<file path="src/coes_params.svh">
// Constants of the I2C clock output enable slave
// What this block does
// - Answer only address 1101001 with write direction
// - Data bytes fill groups A, B, C ascending
// - Data counts only after the count acknowledge
// - Command byte content is ignored
// - Bytes beyond byte count are dropped
// - Never hold data line low past 10 ms
// - General call address is not acknowledged
// - Power-down releases the data line, keeps all settings; clock outputs keep running
// - Bits arrive most significant first
// - Stored groups show the last written value
// - Enable bit one runs output, zero stops
// - Group A bits 7, 2, 0 gate outputs
// - Group B bits 6, 3 gate outputs
// - Group C bit 7 gates output seventeen
// - Disabled output stays steadily low
`ifndef COES_PARAMS_SVH
`define COES_PARAMS_SVH

// ----------------------------------------------------------------------
// Bus addressing
// ----------------------------------------------------------------------
`define COES_SLAVE_ADDR     7'h69
`define COES_GENERAL_CALL   7'h00
`define COES_IDX_ADDR       6'h00
`define COES_IDX_COUNT      6'h02
`define COES_IDX_FIRST_DATA 6'h03
`define COES_IDX_MAX        6'h3f
`define COES_BITS_PER_BYTE  4'h8

// ----------------------------------------------------------------------
// Register offsets, reset values and field positions
// ----------------------------------------------------------------------
`define COES_OFS_GROUP_A    2'h0
`define COES_OFS_GROUP_B    2'h1
`define COES_OFS_GROUP_C    2'h2
`define COES_NUM_GROUPS     8'h03
`define COES_OE_RESET       8'hff
`define COES_APPLIED_RESET  6'h3f
`define COES_BIT_OUT0       0
`define COES_BIT_OUT2       2
`define COES_BIT_OUT7       7
`define COES_BIT_OUT11      3
`define COES_BIT_OUT14      6
`define COES_BIT_OUT17      7

// ----------------------------------------------------------------------
// Timing
// ----------------------------------------------------------------------
`define COES_CLK_MHZ        200
`define COES_HOLD_LIMIT_MS  10
`define COES_HOLD_LIMIT_CYC (`COES_HOLD_LIMIT_MS * 1000 * `COES_CLK_MHZ)

`endif

</file>
<file path="src/coes_pkg.sv">
// Types shared by the I2C clock output enable slave
package coes_pkg;

  typedef logic [7:0] coes_byte_t;
  typedef logic [5:0] coes_outs_t;

  typedef enum logic [1:0] {
    COES_IDLE,
    COES_RECV,
    COES_ACK,
    COES_SKIP
  } coes_state_e;

endpackage : coes_pkg

</file>
<file path="src/coes_slave.sv">
// I2C write-only slave holding three output enable groups and gating six clocks
`timescale 1ns/1ps
`default_nettype none
`include "coes_params.svh"

module coes_slave #(
  parameter int unsigned HOLD_LIMIT_CYC = `COES_HOLD_LIMIT_CYC
) (
  input  wire logic          CLK,
  input  wire logic          RESETN,
  input  wire logic          SCL_IN,
  input  wire logic          SDA_IN,
  output logic               SDA_OUT,
  output logic               SDA_OE_N,
  input  wire logic          POWER_DOWN_MODE,
  input  wire logic          FANOUT_CLOCK_IN,
  output logic               FANOUT_CLOCK_OUT_0,
  output logic               FANOUT_CLOCK_OUT_2,
  output logic               FANOUT_CLOCK_OUT_7,
  output logic               FANOUT_CLOCK_OUT_11,
  output logic               FANOUT_CLOCK_OUT_14,
  output logic               FANOUT_CLOCK_OUT_17,
  output coes_pkg::coes_byte_t OUTPUT_ENABLE_GROUP_A,
  output coes_pkg::coes_byte_t OUTPUT_ENABLE_GROUP_B,
  output coes_pkg::coes_byte_t OUTPUT_ENABLE_GROUP_C
);
  import coes_pkg::*;

  // ----------------------------------------------------------------------
  // Declarations
  // ----------------------------------------------------------------------
  logic        scl_q;
  logic        sda_q;
  logic        clk_in_q;
  logic        pd_q;
  logic        scl_prev_ff;
  logic        sda_prev_ff;
  coes_state_e state_ff;
  coes_state_e nxt_state;
  logic [3:0]  bit_cnt_ff;
  logic [3:0]  nxt_bit_cnt;
  logic [5:0]  byte_idx_ff;
  logic [5:0]  nxt_byte_idx;
  coes_byte_t  shift_ff;
  coes_byte_t  count_ff;
  coes_byte_t  group_a_ff;
  coes_byte_t  group_b_ff;
  coes_byte_t  group_c_ff;
  logic        sda_drive_ff;
  logic        nxt_sda_drive;
  logic [31:0] hold_cnt_ff;
  coes_outs_t  en_req;
  coes_outs_t  en_applied_ff;
  coes_outs_t  nxt_en_applied;
  coes_outs_t  out_ff;
  logic        pd_sync_n;

  // ----------------------------------------------------------------------
  // Pin synchronisers
  // ----------------------------------------------------------------------
  coes_pin_sync #(.RESET_VAL(1'b1)) u_sync_scl (
    .clk    (CLK),
    .resetn (RESETN),
    .pin_in (SCL_IN),
    .pin_q  (scl_q)
  );

  coes_pin_sync #(.RESET_VAL(1'b1)) u_sync_sda (
    .clk    (CLK),
    .resetn (RESETN),
    .pin_in (SDA_IN),
    .pin_q  (sda_q)
  );

  coes_pin_sync #(.RESET_VAL(1'b0)) u_sync_clk (
    .clk    (CLK),
    .resetn (RESETN),
    .pin_in (FANOUT_CLOCK_IN),
    .pin_q  (clk_in_q)
  );

  coes_pin_sync #(.RESET_VAL(1'b0)) u_sync_pd (
    .clk    (CLK),
    .resetn (RESETN),
    .pin_in (POWER_DOWN_MODE),
    .pin_q  (pd_q)
  );

  // ----------------------------------------------------------------------
  // Bus event decode
  // ----------------------------------------------------------------------
  function automatic logic coes_slot_hit(input logic [5:0] idx, input coes_byte_t cnt,
                                         input logic [1:0] slot);
    logic [5:0] want;
    want = `COES_IDX_FIRST_DATA + {4'h0, slot};
    coes_slot_hit = (idx == want) && (cnt > {6'h00, slot});
  endfunction : coes_slot_hit

  // Edges of the filtered lines
  always_ff @(posedge CLK or negedge RESETN) begin
    if (!RESETN) begin
      scl_prev_ff <= 1'b1;
      sda_prev_ff <= 1'b1;
    end else begin
      scl_prev_ff <= scl_q;
      sda_prev_ff <= sda_q;
    end
  end

  wire scl_rise   = scl_q & ~scl_prev_ff;
  wire scl_fall   = ~scl_q & scl_prev_ff;
  // Start and stop only count while the clock line is high
  wire bus_start  = scl_q & scl_prev_ff & ~sda_q & sda_prev_ff;
  wire bus_stop   = scl_q & scl_prev_ff & sda_q & ~sda_prev_ff;
  // Power-down blocks the store path too, so no late byte lands in a group
  wire byte_done  = (state_ff == COES_RECV) & scl_fall & pd_sync_n &
                    (bit_cnt_ff == `COES_BITS_PER_BYTE);
  wire is_addr    = (byte_idx_ff == `COES_IDX_ADDR);
  // Write direction only; general call never matches the fixed address
  wire addr_ok    = (shift_ff[7:1] == `COES_SLAVE_ADDR) & ~shift_ff[0];
  wire ack_ok     = is_addr ? addr_ok : 1'b1;
  wire hold_over  = (hold_cnt_ff >= HOLD_LIMIT_CYC - 1);
  wire wr_a       = byte_done & coes_slot_hit(byte_idx_ff, count_ff, `COES_OFS_GROUP_A);
  wire wr_b       = byte_done & coes_slot_hit(byte_idx_ff, count_ff, `COES_OFS_GROUP_B);
  wire wr_c       = byte_done & coes_slot_hit(byte_idx_ff, count_ff, `COES_OFS_GROUP_C);
  wire wr_any     = wr_a | wr_b | wr_c;
  wire take_count = byte_done & (byte_idx_ff == `COES_IDX_COUNT);
  assign pd_sync_n = ~pd_q;

  // ----------------------------------------------------------------------
  // Receive state machine
  // ----------------------------------------------------------------------
  // Next state; a start restarts at the address byte unless power-down is active
  always_comb begin
    nxt_state     = state_ff;
    nxt_bit_cnt   = bit_cnt_ff;
    nxt_byte_idx  = byte_idx_ff;
    nxt_sda_drive = 1'b0;
    if (!pd_sync_n) begin
      nxt_state = COES_IDLE;
    end else if (bus_stop) begin
      nxt_state = COES_IDLE;
    end else if (bus_start) begin
      nxt_state    = COES_RECV;
      nxt_bit_cnt  = 4'h0;
      nxt_byte_idx = `COES_IDX_ADDR;
    end else begin
      case (state_ff)
        COES_IDLE: begin
          nxt_state = COES_IDLE;
        end
        COES_RECV: begin
          if (scl_rise) begin
            nxt_bit_cnt = bit_cnt_ff + 4'h1;
          end else if (byte_done) begin
            // Acknowledge drives low from this clock fall onward
            nxt_state     = ack_ok ? COES_ACK : COES_SKIP;
            nxt_sda_drive = ack_ok;
          end
        end
        COES_ACK: begin
          nxt_sda_drive = 1'b1;
          if (hold_over) begin
            nxt_state     = COES_SKIP;
            nxt_sda_drive = 1'b0;
          end else if (scl_fall) begin
            nxt_state     = COES_RECV;
            nxt_sda_drive = 1'b0;
            nxt_bit_cnt   = 4'h0;
            // Saturate so long blocks keep acking but store nothing
            if (byte_idx_ff != `COES_IDX_MAX) begin
              nxt_byte_idx = byte_idx_ff + 6'h01;
            end
          end
        end
        COES_SKIP: begin
          nxt_state = COES_SKIP;
        end
        default: begin
          nxt_state = COES_IDLE;
        end
      endcase
    end
  end

  // State registers
  always_ff @(posedge CLK or negedge RESETN) begin
    if (!RESETN) begin
      state_ff     <= COES_IDLE;
      bit_cnt_ff   <= 4'h0;
      byte_idx_ff  <= `COES_IDX_ADDR;
      sda_drive_ff <= 1'b0;
    end else begin
      state_ff     <= nxt_state;
      bit_cnt_ff   <= nxt_bit_cnt;
      byte_idx_ff  <= nxt_byte_idx;
      sda_drive_ff <= nxt_sda_drive;
    end
  end

  // Shift in on clock rise, first bit lands at the top
  always_ff @(posedge CLK or negedge RESETN) begin
    if (!RESETN) begin
      shift_ff <= 8'h00;
    end else if ((state_ff == COES_RECV) && scl_rise) begin
      shift_ff <= {shift_ff[6:0], sda_q};
    end
  end

  // Byte count kept; command byte content is not looked at
  always_ff @(posedge CLK or negedge RESETN) begin
    if (!RESETN) begin
      count_ff <= 8'h00;
    end else if (bus_start) begin
      count_ff <= 8'h00;
    end else if (take_count) begin
      count_ff <= shift_ff;
    end
  end

  // Low-time guard on our own data drive
  always_ff @(posedge CLK or negedge RESETN) begin
    if (!RESETN) begin
      hold_cnt_ff <= 32'h0000_0000;
    end else if (sda_drive_ff) begin
      hold_cnt_ff <= hold_cnt_ff + 32'h0000_0001;
    end else begin
      hold_cnt_ff <= 32'h0000_0000;
    end
  end

  // ----------------------------------------------------------------------
  // Enable groups
  // ----------------------------------------------------------------------
  // Unused bits kept as written so read-back matches; power-down keeps all
  always_ff @(posedge CLK or negedge RESETN) begin
    if (!RESETN) begin
      group_a_ff <= `COES_OE_RESET;
      group_b_ff <= `COES_OE_RESET;
      group_c_ff <= `COES_OE_RESET;
    end else begin
      if (wr_a) group_a_ff <= shift_ff;
      if (wr_b) group_b_ff <= shift_ff;
      if (wr_c) group_c_ff <= shift_ff;
    end
  end

  // Requested enables per output
  assign en_req = {group_c_ff[`COES_BIT_OUT17],
                   group_b_ff[`COES_BIT_OUT14],
                   group_b_ff[`COES_BIT_OUT11],
                   group_a_ff[`COES_BIT_OUT7],
                   group_a_ff[`COES_BIT_OUT2],
                   group_a_ff[`COES_BIT_OUT0]};
  // New enables only land while the input clock is low, so no runt pulse
  assign nxt_en_applied = clk_in_q ? en_applied_ff : en_req;

  // ----------------------------------------------------------------------
  // Output gating
  // ----------------------------------------------------------------------
  // Outputs from flops; output lags the input pin by four to five sample cycles
  always_ff @(posedge CLK or negedge RESETN) begin
    if (!RESETN) begin
      en_applied_ff <= `COES_APPLIED_RESET;
      out_ff        <= 6'h00;
    end else begin
      en_applied_ff <= nxt_en_applied;
      out_ff        <= {6{clk_in_q}} & en_applied_ff;
    end
  end

  assign FANOUT_CLOCK_OUT_0    = out_ff[0];
  assign FANOUT_CLOCK_OUT_2    = out_ff[1];
  assign FANOUT_CLOCK_OUT_7    = out_ff[2];
  assign FANOUT_CLOCK_OUT_11   = out_ff[3];
  assign FANOUT_CLOCK_OUT_14   = out_ff[4];
  assign FANOUT_CLOCK_OUT_17   = out_ff[5];
  assign OUTPUT_ENABLE_GROUP_A = group_a_ff;
  assign OUTPUT_ENABLE_GROUP_B = group_b_ff;
  assign OUTPUT_ENABLE_GROUP_C = group_c_ff;
  // Open-drain data; clock line is never driven so it never stretches
  assign SDA_OUT               = 1'b0;
  assign SDA_OE_N              = ~sda_drive_ff;

  // ----------------------------------------------------------------------
  // Checks
  // ----------------------------------------------------------------------
  chk_addr_reject: assert property (@(posedge CLK) disable iff (!RESETN)
    (byte_done && is_addr && !pd_q && !bus_stop && !bus_start &&
     shift_ff != {`COES_SLAVE_ADDR, 1'b0}) |=> (state_ff == COES_SKIP) && SDA_OE_N)
    else $error("wrong address or read was acknowledged");

  chk_gencall_ignore: assert property (@(posedge CLK) disable iff (!RESETN)
    (byte_done && is_addr && shift_ff[7:1] == `COES_GENERAL_CALL) |=> SDA_OE_N)
    else $error("general call was acknowledged");

  chk_store_order: assert property (@(posedge CLK) disable iff (!RESETN)
    wr_any |-> (byte_idx_ff - `COES_IDX_FIRST_DATA) == {4'h0, wr_c, wr_b})
    else $error("data byte stored in the wrong group");

  chk_valid_after_count: assert property (@(posedge CLK) disable iff (!RESETN)
    wr_any |-> (byte_idx_ff >= `COES_IDX_FIRST_DATA) && ($countones({wr_a, wr_b, wr_c}) == 1))
    else $error("stored before the count byte was acknowledged");

  chk_drop_excess: assert property (@(posedge CLK) disable iff (!RESETN)
    wr_any |-> ({2'b00, byte_idx_ff} - {2'b00, `COES_IDX_FIRST_DATA}) < count_ff)
    else $error("byte beyond the byte count was stored");

  chk_hold_limit: assert property (@(posedge CLK) disable iff (!RESETN)
    sda_drive_ff |-> hold_cnt_ff < HOLD_LIMIT_CYC)
    else $error("data line held low too long");

  chk_pd_release: assert property (@(posedge CLK) disable iff (!RESETN)
    pd_q |=> SDA_OE_N && $stable(group_a_ff) && $stable(group_b_ff) && $stable(group_c_ff))
    else $error("power-down did not release data or changed settings");

  chk_msb_first: assert property (@(posedge CLK) disable iff (!RESETN)
    (state_ff == COES_RECV && scl_rise) |=> shift_ff[0] == $past(sda_q) &&
                                            shift_ff[7:1] == $past(shift_ff[6:0]))
    else $error("serial bit not shifted in order");

  chk_cfg_readback: assert property (@(posedge CLK) disable iff (!RESETN)
    wr_b |=> OUTPUT_ENABLE_GROUP_B == $past(shift_ff))
    else $error("group shows stale value after write");

  chk_disabled_low: assert property (@(posedge CLK) disable iff (!RESETN)
    !en_applied_ff[5] [*2] |-> !FANOUT_CLOCK_OUT_17)
    else $error("disabled output not held low");

  chk_enable_follow: assert property (@(posedge CLK) disable iff (!RESETN)
    (en_applied_ff[0] && clk_in_q) |=> FANOUT_CLOCK_OUT_0)
    else $error("enabled output did not follow the input clock");

  chk_enable_glitchless: assert property (@(posedge CLK) disable iff (!RESETN)
    (en_applied_ff != $past(en_applied_ff)) |-> !$past(clk_in_q))
    else $error("enable changed while input clock high");

  chk_group_c_map: assert property (@(posedge CLK) disable iff (!RESETN)
    (!clk_in_q) |=> en_applied_ff[5] == $past(group_c_ff[`COES_BIT_OUT17]))
    else $error("group C bit 7 does not gate output seventeen");

endmodule : coes_slave

`default_nettype wire

</file>
<file path="src/coes_pin_sync.sv">
// Three-stage pin synchroniser with agreement filter
`timescale 1ns/1ps
`default_nettype none

module coes_pin_sync #(
  parameter logic RESET_VAL = 1'b1
) (
  input  wire logic clk,
  input  wire logic resetn,
  input  wire logic pin_in,
  output logic      pin_q
);

  logic s1_ff;
  logic s2_ff;
  logic s3_ff;
  logic q_ff;

  // Chain; only the second stage reads the first
  always_ff @(posedge clk or negedge resetn) begin
    if (!resetn) begin
      s1_ff <= RESET_VAL;
      s2_ff <= RESET_VAL;
      s3_ff <= RESET_VAL;
    end else begin
      s1_ff <= pin_in;
      s2_ff <= s1_ff;
      s3_ff <= s2_ff;
    end
  end

  // Accept a level once two settled stages agree
  always_ff @(posedge clk or negedge resetn) begin
    if (!resetn) begin
      q_ff <= RESET_VAL;
    end else if (s2_ff == s3_ff) begin
      q_ff <= s3_ff;
    end
  end

  assign pin_q = q_ff;

endmodule : coes_pin_sync

`default_nettype wire

</file>
<file path="config.mk">
export PLATFORM = sky130hd
export DESIGN_NAME = coes_slave
export DESIGN_NICKNAME = d
export VERILOG_FILES = /design/src/coes_pkg.sv /design/src/coes_slave.sv /design/src/coes_pin_sync.sv
export VERILOG_INCLUDE_DIRS = /design/src
export SDC_FILE = /design/constraint.sdc
export NUM_CORES = 1
export LEC_CHECK = 0
export ABC_AREA = 1
export BUFFER_PORTS_ARGS = -buffer_cell sky130_fd_sc_hd__buf_2
export CORE_MARGIN = 5
export CORE_UTILIZATION = 50
export CTS_CLUSTER_DIAMETER = 100
export DETAILED_ROUTE_END_ITERATION = 16
export PLACE_DENSITY = 0.65
export SYNTH_ARGS = -nofsm -noshare
export SYNTH_HDL_FRONTEND = slang
export SYNTH_SLANG_ARGS = --single-unit
</file>
<file path="constraint.sdc">
create_clock -name CLK -period 4.6 [get_ports CLK]
set_input_delay 0.92 -clock CLK [delete_from_list [all_inputs] [get_ports CLK]]
set_output_delay 0.92 -clock CLK [all_outputs]
set_load 0.01 [all_outputs]
</file>
==> flow_metrics.tcl, run 1 <==
set metrics [dict create \
    status "completed" \
    timing.rr.end "bit_cnt_ff[3]" \
    synth_warnings 0 \
    cts_hold_buffers 0 \
    fin_crit_sh_pct 60.2 \
    finalNetCount 685 \
    via_per_inst 5.10 \
    synth_edf_count 0 \
    first_iter_violations 342 \
    grt_pass1_wl_um 19400 \
    grt_max_degree 116 \
    fin_crit_ns 2.77 \
    clk_latency_ns 0.52 \
    die_w_um 114 \
    r2r_slack_ns 2.44 \
    drt-total-wl_um 11400 \
    post_cts_buffers 0 \
    critPathSlowestCell "inv_1" \
    ff2ff_path_depth 7 \
    drt-pass1-iter-count 5 \
    hold_path_startpoint "u_sync_clk.s1_ff" \
    dp_cells 789 \
    cts_resized 0 \
    total_power_mw 2.54 \
    synth_top_family_by_area "simple AND/OR/NAND/NOR gates" \
    diodes 0 \
    crit_path_start "sda_drive_ff" \
    synth-compound-area-share_pct 7.79 \
    portBuffers 36 \
    clockBufferDepth 2 \
    rr_startpoint "u_sync_scl.pin_q" \
    grt_pass1_vias 4030 \
    finClkSkew_ns 0.00790 \
    tns_ns 0 \
    fin_ws_ns 1.83 \
    critical_path.max_stage_delay_ns 0.56 \
    syn-num-nets 643 \
    grt_overflow 0 \
    grt_usage_pct 19.1 \
    arrival_ns 1.85 \
    cp_cell_sequence "inv_1 -> buf_2" \
    coreArea_um2 10700 \
    ys_seq_area_share_pct 54.1 \
    gp_congestion 0.918 \
    synthesis.area_um2 5410 \
    crit_required_ns 3.68 \
    synth_mux_area_share_pct 0 \
    hold_viol 0 \
    ys_seq_elements 115 \
    cp-start-kind "flip-flop" \
    clk_pin_slew_worst_paths_ns 0.05 \
    synth-main-ff-cell "dfrtp_1" \
    hold_class "reg -> reg" \
    max_freq_ghz 0.361 \
    cts_max_level 4 \
    synthAdderAreaFrac_pct 3.28 \
    ant_nets 0 \
    holdWs_ns 0.346 \
    cts_sinks 115 \
    pwr_density_cell_nw_per_um2 403 \
    start_util_pct 50.4 \
    stdcell_count 821 \
    max_cap_violations 0 \
    vdd_drop_max_mv 0.271 \
    num_vias 4183 \
    relSlewSlack_pct 55.6 \
    area_growth_pct 16.4 \
    cts_root_buf "clkbuf_8" \
    setup_viol 0 \
    p_leak_nw 2.75 \
    drc_errors 0 \
    slew_viol_final 0 \
    cp-end-kind "output port" \
    rows 38 \
    async_reset_ff_share_pct 100 \
    tritoncts "built" \
    io_pins 38 \
    tightestPinTransition_ns 0.665 \
    drive_above_1_share_pct 18.6 \
    crit_type "reg -> out" \
    synth_simple_gate_area_share_pct 25.1 \
    detail_route.wl_per_cell_um 13.8 \
    rsz0062_at_grt "false" \
    avgSynthCellArea_um2 8.64 \
    crit_fanout 21 \
    nFillCells 985 \
    die_h_um 114 \
    cts-buffers-inserted 17 \
    pre_cts_slack_ns 2.37 \
    setup.worst_path.end "SDA_OE_N" \
    antenna_found_initial 0 \
    synth-xor-area-share_pct 2.75 \
    dp.final_hpwl_um 7680 \
    yosysUniqueCellTypes 37 \
    die-area_um2 13000 \
    syn_inst 626 \
]
-- flip-flops by register name, summed over array words and instances (netlist names), 8 cells and up --
| name | count |
|---|---|
| OUTPUT_ENABLE_GROUP_A | 8 |
| OUTPUT_ENABLE_GROUP_B | 8 |
| OUTPUT_ENABLE_GROUP_C | 8 |
| count_ff | 8 |
| hold_cnt_ff | 32 |
| shift_ff | 8 |
-- worst min path at each step --
| stage | end | slack (ns) | cells after the start |
|---|---|---|---|
| 2_1_floorplan | u_sync_clk.s2_ff | 0.33 | 0 |
| 3_3_place_gp | u_sync_clk.s2_ff | 0.33 | 0 |
| 3_5_place_dp | u_sync_pd.s2_ff | 0.34 | 0 |
| 4_1_cts | u_sync_pd.s2_ff | 0.35 | 0 |
| 5_1_grt | u_sync_clk.s2_ff | 0.36 | 0 |
| 6_report | u_sync_clk.s2_ff | 0.35 | 0 |
-- report_power, final --
group          leakage, nW  internal (mW)  switching (mW)  total, mW
logic                 1.02         0.0465          0.0919      0.138
clock network        0.290          0.881           0.431       1.31
registers             1.44           1.05          0.0353       1.09
-- area by class of cell --
| type | instances | area [um^2] | share of cell area, % |
|---|---|---|---|
| flip-flops and latches | 115 | 2930 | 46.5 |
| multi-input cells | 420 | 2110 | 33.5 |
| clock buffers | 27 | 492 | 7.81 |
| inverters | 77 | 289 | 4.59 |
| repair buffers | 37 | 203 | 3.22 |
| well taps | 140 | 175 | 2.78 |
| clock inverters | 5 | 100 | 1.59 |
-- stage by stage --
step,area (um^2),utilization (%)
final,6300,58.6
after floorplan,5410,-
after global routing,6300,58.6
after detailed placement,5710,53.1
after global placement,5710,53.1
after CTS,6300,58.6
-- layer usage --
layer  vias to the layer above  GRT usage (%)  share of wire, %
met5                         -              0                 0
met4                         0           8.23               2.1
li1                       2103              -                 -
met2                        86           29.0                47
met3                        25           5.94               4.2
met1                      1969           25.2                46
-- cell families (layout without fill, tap and decap cells) --
logic type / Yosys count / after routing
xor gates and xnor gates: 17 / 17
AOI/OAI and AO/OA: 80 / 80
and+or+nand+nor: 307 / 307
adders and majority gates: 15 / 15
buffers and inverters: 91 / 146
DFF: 115 / 115
other: 1 / 1
-- worst max-delay path: cells and delay by family (launching register included) --
kind	cells	cell delay (ns)
buffers and inverters	2	0.81
flip-flops	1	0.52
-- placed cells by master (no fill, tap or decap), drive strengths merged --
| master | synthesis | layout |
|---|---|---|
| xnor2 | 4 | 4 |
| and3 | 1 | 1 |
| nor2 | 82 | 82 |
| maj3 | 4 | 4 |
| o22ai | 6 | 6 |
| nor3 | 29 | 29 |
| nand3b | 2 | 2 |
| inv | 77 | 77 |
| buf | 6 | 37 |
| a21oi | 15 | 15 |
| clkbuf | 8 | 27 |
| or2 | 2 | 2 |
| clkinv | 0 | 2 |
| bufinv | 0 | 3 |
| nor4 | 4 | 4 |
| nand2 | 146 | 146 |
| nand3 | 32 | 32 |
| xor2 | 13 | 13 |
| dfrtp | 75 | 75 |
| o21ai | 56 | 56 |
| a21o | 2 | 2 |
| nand4 | 9 | 9 |
| dfstp | 40 | 40 |
| a31oi | 1 | 1 |
| conb | 1 | 1 |
| ha | 11 | 11 |
-- synth_stat cells (2+ instances only) --
| master | n | share of area, % |
|---|---|---|
| o21ai_0 | 34 | 3.1 |
| nand2_2 | 3 | 0.35 |
| nand3_1 | 28 | 2.6 |
| clkbuf_1 | 7 | 0.49 |
| buf_2 | 2 | 0.18 |
| nand3_2 | 4 | 0.74 |
| nand4_1 | 9 | 1.0 |
| xor2_1 | 13 | 2.1 |
| nor4_1 | 3 | 0.35 |
| dfrtp_1 | 75 | 35 |
| nor3_2 | 2 | 0.37 |
| nand3b_1 | 2 | 0.28 |
| a21o_1 | 2 | 0.28 |
| o22ai_1 | 6 | 0.69 |
| o21ai_1 | 21 | 1.9 |
| buf_6 | 3 | 0.62 |
| nand2_1 | 143 | 9.9 |
| nor2_1 | 74 | 5.1 |
| dfstp_2 | 40 | 19 |
| nor3_1 | 26 | 2.4 |
| or2_2 | 2 | 0.23 |
| nor2_2 | 8 | 0.92 |
| xnor2_1 | 4 | 0.65 |
| a21oi_1 | 14 | 1.3 |
| ha_1 | 11 | 2.5 |
| inv_1 | 76 | 5.3 |
| maj3_1 | 4 | 0.74 |
(Power assumes the default switching activity.)
==> inputs of run 2 (changes only) <==
==> constraint.sdc (replaced) <==
create_clock -name CLK -period 2.8 [get_ports CLK]
set_input_delay 0.56 -clock CLK [delete_from_list [all_inputs] [get_ports CLK]]
set_output_delay 0.56 -clock CLK [all_outputs]
set_load 0.01 [all_outputs]
==> run 2 against run 1 <==
Power is 57% higher. Die area unchanged. Utilization shrank 0.19 points. Via count shrank 0.33%. Worst setup slack got worse by 1.5 ns.
==> flow_metrics.tcl, run 2 (synthesis gave the netlist of run 1 again) <==
set metrics [dict create \
    p_leak_nw 2.74 \
    num_vias 4169 \
    clockBufferDepth 2 \
    cts-buffers-inserted 17 \
    holdWs_ns 0.131 \
    cp-end-kind "output port" \
    tritoncts "built" \
    fin_crit_ns 2.44 \
    final_common_cell "nand2_1" \
    max_cap_violations 0 \
    grt_usage_pct 18.9 \
    crit_type "reg -> out" \
    io_pins 38 \
    crit_fanout 21 \
    rows 38 \
    grt_util_met2_pct 29.5 \
    grt_pass1_wl_um 19400 \
    relSlewSlack_pct 55.1 \
    cts_root_buf "clkbuf_8" \
    ant_nets 0 \
    coreArea_um2 10700 \
    pwr_density_cell_nw_per_um2 634 \
    via_per_inst 5.06 \
    grt_max_degree 49 \
    portBuffers 36 \
    cts_sinks 115 \
    status "completed" \
    gr-usage-met1_pct 25.0 \
    nFillCells 933 \
    drt-total-wl_um 11100 \
    dp.final_hpwl_um 8060 \
    crit_required_ns 2.24 \
    met3_usage_pct 5.41 \
    max_freq_ghz 0.410 \
    gp_congestion 0.973 \
    slew_viol_final 0 \
    area_growth_pct 16.0 \
    grt_pass1_vias 4106 \
    mostFrequentLayoutCells "143 x nand2_1, 76 x inv_1, 75 x dfrtp_1" \
    cts_max_level 4 \
    hold_class "in -> reg" \
    busiest_layer "met2" \
    finClkSkew_ns 0.00750 \
    rsz0062_at_grt "false" \
    arrival_ns 1.88 \
    cp-start-kind "flip-flop" \
    clk_pin_slew_worst_paths_ns 0.05 \
    finalNetCount 688 \
    drive_above_1_share_pct 19.3 \
    tns_ns 0 \
    grt_overflow 0 \
    regMostFlops "hold_cnt_ff" \
    stdcell_count 824 \
    drc_errors 0 \
    detail_route.wl_per_cell_um 13.5 \
    r2r_slack_ns 0.74 \
    vdd_drop_max_mv 0.654 \
    start_util_pct 50.4 \
    die_h_um 114 \
    cts_resized 0 \
    first_iter_violations 369 \
    hold_viol 0 \
    fin_crit_sh_pct 87.1 \
    clk_latency_ns 0.53 \
    largest_reg_flops 32 \
    die-area_um2 13000 \
    drt-pass1-iter-count 5 \
    tightestPinTransition_ns 0.673 \
    diodes 0 \
    die_w_um 114 \
    dp_cells 791 \
    antenna_found_initial 0 \
    setup_viol 0 \
]
## run 2: cell count changes in the layout (fill, tap and decap cells not counted)
cell / previous run / this run
dlygate4sd3_1: 0 / 1
clkbuf_1: 6 / 3
buf_4: 1 / 3
clkinv_4: 0 / 2
clkinvlp_4: 0 / 1
bufinv_16: 3 / 1
clkinv_2: 2 / 5
clkbuf_8: 5 / 4
## run 2: final timing paths
check,startpoint,endpoint,cells past startpoint
worst max-delay path,sda_drive_ff,SDA_OE_N,2
worst min-delay path,SCL_IN,u_sync_scl.s1_ff,1
worst max register to register,u_sync_scl.pin_q,bit_cnt_ff[1],7
worst min register to register,u_sync_pd.s1_ff,u_sync_pd.s2_ff,0
max in group asynchronous,RESETN,OUTPUT_ENABLE_GROUP_C[4],3
min in group asynchronous,RESETN,hold_cnt_ff[7],2
## run 2: stage by stage
| step | worst slack (ns) | total power [mW] | cell area, um^2 | util (%) |
|---|---|---|---|---|
| 2_1_floorplan | 1.20 | 1.95 | 5410 | - |
| 3_3_place_gp | 0.849 | 2.03 | 5720 | 53.2 |
| 3_5_place_dp | 0.750 | 2.04 | 5720 | 53.2 |
| 4_1_cts | 0.322 | 4.03 | 6280 | 58.4 |
| 5_1_grt | 0.210 | 4.15 | 6280 | 58.4 |
| 6_report | 0.362 | 3.98 | 6280 | 58.4 |
## run 2: area by class of cell
class / count / area, um^2 / area share [%]
sequential: 115 / 2930 / 46.6
multi-input combinational: 420 / 2110 / 33.6
clock buffer: 23 / 467 / 7.43
inverter: 77 / 289 / 4.60
timing repair buffer: 40 / 228 / 3.63
tap: 140 / 175 / 2.79
clock inverter: 9 / 80.1 / 1.28
## run 2: where the power goes
| group | total, mW | internal, mW | switching [mW] |
|---|---|---|---|
| sequential | 1.79 | 1.73 | 0.0589 |
| clock | 1.97 | 1.24 | 0.727 |
| combinational | 0.227 | 0.0777 | 0.150 |
## run 2: repair_timing
action,CTS,global route
hold buffers,1,0
hold endpoints to repair,15,0
setup buffers,0,0
## run 2: critical path: stages (launching register included)
cell and delay [ns]:
dfrtp_1 0.52, inv_1 0.57, buf_2 0.25
## run 2: metal layers
metal | vias to the layer above | share of wire [%] | wire length (um)
met4 | 0 | 1.7 | 184
met3 | 18 | 4.8 | 531
met1 | 1967 | 46 | 5130
met5 | - | 0 | 0
li1 | 2099 | - | -
met2 | 85 | 47 | 5290
==> inputs of run 3 (changes only) <==
--- a/config.mk
+++ b/config.mk
@@ -6,7 +6,6 @@
 export SDC_FILE = /design/constraint.sdc
 export NUM_CORES = 1
 export LEC_CHECK = 0
-export ABC_AREA = 1
 export BUFFER_PORTS_ARGS = -buffer_cell sky130_fd_sc_hd__buf_2
 export CORE_MARGIN = 5
 export CORE_UTILIZATION = 50
==> run 3 against run 2 <==
Synthesized cell count shrank 30%. Count of clock-buffer cells in the layout shrank 2. Maximum frequency grew 6.7%. Via count shrank 17%. Worst setup slack gained 0.15 ns.
==> flow_metrics.tcl, run 3 <==
set metrics [dict create \
    p_leak_nw 2.77 \
    coreArea_um2 10200 \
    cts_max_level 4 \
    fin_crit_sh_pct 81.6 \
    synthesis.area_um2 5190 \
    placed_area_um2 5550 \
    antenna_found_initial 0 \
    crit_type "reg -> reg" \
    final_common_cell "dfrtp_1" \
    ys_seq_elements 115 \
    mostFrequentLayoutCells "75 x dfrtp_1, 40 x dfstp_2, 38 x nand2_1" \
    tns_ns 0 \
    start_util_pct 50.7 \
    final_core_util_pct 60.3 \
    diodes 0 \
    vdd_drop_max_mv 0.486 \
    tightestPinTransition_ns 0.705 \
    syn-num-nets 454 \
    clk_latency_ns 0.51 \
    syn_inst 437 \
    critical_path.max_stage_delay_ns 0.56 \
    yosysMostFrequentCell "dfrtp_1" \
    post_cts_buffers 0 \
    die_h_um 112 \
    ant_nets 0 \
    regMostFlops "hold_cnt_ff" \
    io_pins 38 \
    cts_sinks 115 \
    synth_simple_gate_area_share_pct 15.9 \
    cts-buffers-inserted 17 \
    cp_cell_sequence "or4_4 -> o21ai_1 -> o2111ai_4 -> a2111oi_4 -> mux2i_1" \
    drt-total-wl_um 10100 \
    gp_congestion 0.861 \
    detail_route.wl_per_cell_um 15.8 \
    dp.final_hpwl_um 6690 \
    grt_pass1_wl_um 17600 \
    synth.largest_area_cell "dfrtp_1" \
    status "completed" \
    grt_usage_pct 17.5 \
    first_iter_violations 233 \
    final_area_um2 6170 \
    relSlewSlack_pct 51.8 \
    fin_crit_ns 2.29 \
    via_per_inst 5.46 \
    grt_max_degree 61 \
    synth-main-ff-cell "dfrtp_1" \
    nFillCells 813 \
    rows 37 \
    area_growth_pct 18.9 \
    arrival_ns 2.72 \
    finClkSkew_ns 0.00932 \
    clk_pin_slew_worst_paths_ns 0.06 \
    synth_top_area_share_pct 36.2 \
    finalNetCount 504 \
    grt_pass1_vias 3551 \
    avgSynthCellArea_um2 11.9 \
    synth_warnings 0 \
    die-area_um2 12500 \
    total_power_mw 4.41 \
    drt-pass1-iter-count 5 \
    synthAdderAreaFrac_pct 3.42 \
    synth_edf_count 0 \
    die_w_um 112 \
    yosysUniqueCellTypes 59 \
    pwr_density_cell_nw_per_um2 715 \
    slew_viol_final 0 \
    ys_seq_area_share_pct 56.4 \
    crit_required_ns 3.23 \
    hold_class "in -> reg" \
    yosys-top-cells-area "dfrtp_1 36%, dfstp_2 20%, mux2_1 3.5%, xor2_1 3.2%, mux2_2 3.0%" \
    max_cap_violations 0 \
    crit_fanout 6 \
    max_freq_ghz 0.437 \
    cts_resized 0 \
    setup_viol 0 \
    cp-end-kind "flip-flop" \
    synth_top_family_by_area "simple AND/OR/NAND/NOR gates" \
    cp-start-kind "flip-flop" \
    drive_above_1_share_pct 28.6 \
    tritoncts "built" \
    critPathSlowestCell "or4_4" \
    rsz0062_at_grt "false" \
    drc_errors 0 \
    synth-compound-area-share_pct 7.16 \
    num_vias 3472 \
    cts_root_buf "clkbuf_8" \
    largest_reg_flops 32 \
    synth-xor-area-share_pct 4.90 \
    synth_mux_area_share_pct 9.99 \
    clockBufferDepth 2 \
    hold_viol 0 \
    synthTopCellsByCount "75 x dfrtp_1, 40 x dfstp_2, 38 x nand2_1" \
    portBuffers 36 \
    grt_overflow 0 \
    async_reset_ff_share_pct 100 \
]
==> run 3: changes by cell type in the layout (fill, tap and decap cells not counted), sizes merged, moves of 24 or more <==
cell | previous run | this run
inv | 77 | 17
nor2 | 82 | 34
nor3 | 29 | 5
o21ai | 56 | 18
mux2 | 0 | 38
nand2 | 146 | 38
==> run 3: kinds of logic (layout without fill, tap and decap cells) <==
logic type | Yosys count | in the layout
AND/OR/NAND/NOR | 158 | 158
flip-flops | 115 | 115
AO/OA/AOI/OAI | 47 | 47
multiplexers | 44 | 44
XOR/XNOR | 29 | 29
buffers and inverters | 28 | 91
adder cells (fa/ha/maj) | 15 | 15
other | 1 | 1
==> run 3: timing repair <==
action	4_1_cts	5_1_grt
setup endpoints to repair	0	0
hold buffers	1	0
hold endpoints to repair	28	0
==> run 3: final cells by class <==
cell class | instances | area, um^2 | area share [%]
well taps | 136 | 170 | 2.76
multi-input cells | 294 | 2160 | 35.0
inverters | 16 | 60.1 | 0.974
repair buffers | 43 | 250 | 4.06
flip-flops and latches | 115 | 2930 | 47.5
clock inverters | 11 | 153 | 2.48
clock buffers | 21 | 449 | 7.28
==> run 3: path summary, 6_finish.rpt <==
| path | startpoint | end | slack [ns] | cells after the start |
|---|---|---|---|---|
| max | hold_cnt_ff[12] | byte_idx_ff[5] | 0.51 | 5 |
| max in group asynchronous | RESETN | sda_prev_ff | 1.52 | 3 |
| max reg2reg | hold_cnt_ff[12] | byte_idx_ff[5] | 0.51 | 5 |
| min in group asynchronous | RESETN | u_sync_clk.pin_q | 0.53 | 2 |
| min reg2reg | u_sync_clk.s1_ff | u_sync_clk.s2_ff | 0.35 | 0 |
| min | SCL_IN | u_sync_scl.s1_ff | 0.15 | 1 |
==> run 3: where the power goes <==
part           internal [mW]  leakage (nW)  switching (mW)
logic                  0.157          1.05           0.236
clock network           1.41         0.285           0.756
registers               1.75          1.44           0.103
total                   3.31          2.77            1.10
==> run 3: worst max-delay path, delay by kind of cell (launching register included) <==
family | cells | cell delay (ns)
DFF | 1 | 0.43
muxes | 1 | 0.22
and+or+nand+nor | 1 | 0.56
AOI/OAI and AO/OA | 3 | 1.00
==> run 3: per-stage QoR <==
step	worst slack (ns)	hold WS, ns	cells
6_report	0.514	0.148	636
5_1_grt	0.387	0.119	636
4_1_cts	0.514	0.122	636
3_5_place_dp	0.523	0.336	603
3_3_place_gp	0.535	0.332	603
2_1_floorplan	0.687	0.264	437
==> run 3: per-layer routing <==
| metal | up-vias | global-route usage [%] | wire [um] |
|---|---|---|---|
| met4 | 0 | 6.89 | 148 |
| met5 | - | 0 | 0 |
| li1 | 1648 | - | - |
| met1 | 1725 | 23.4 | 4690 |
| met2 | 84 | 27.2 | 4750 |
| met3 | 15 | 4.78 | 480 |
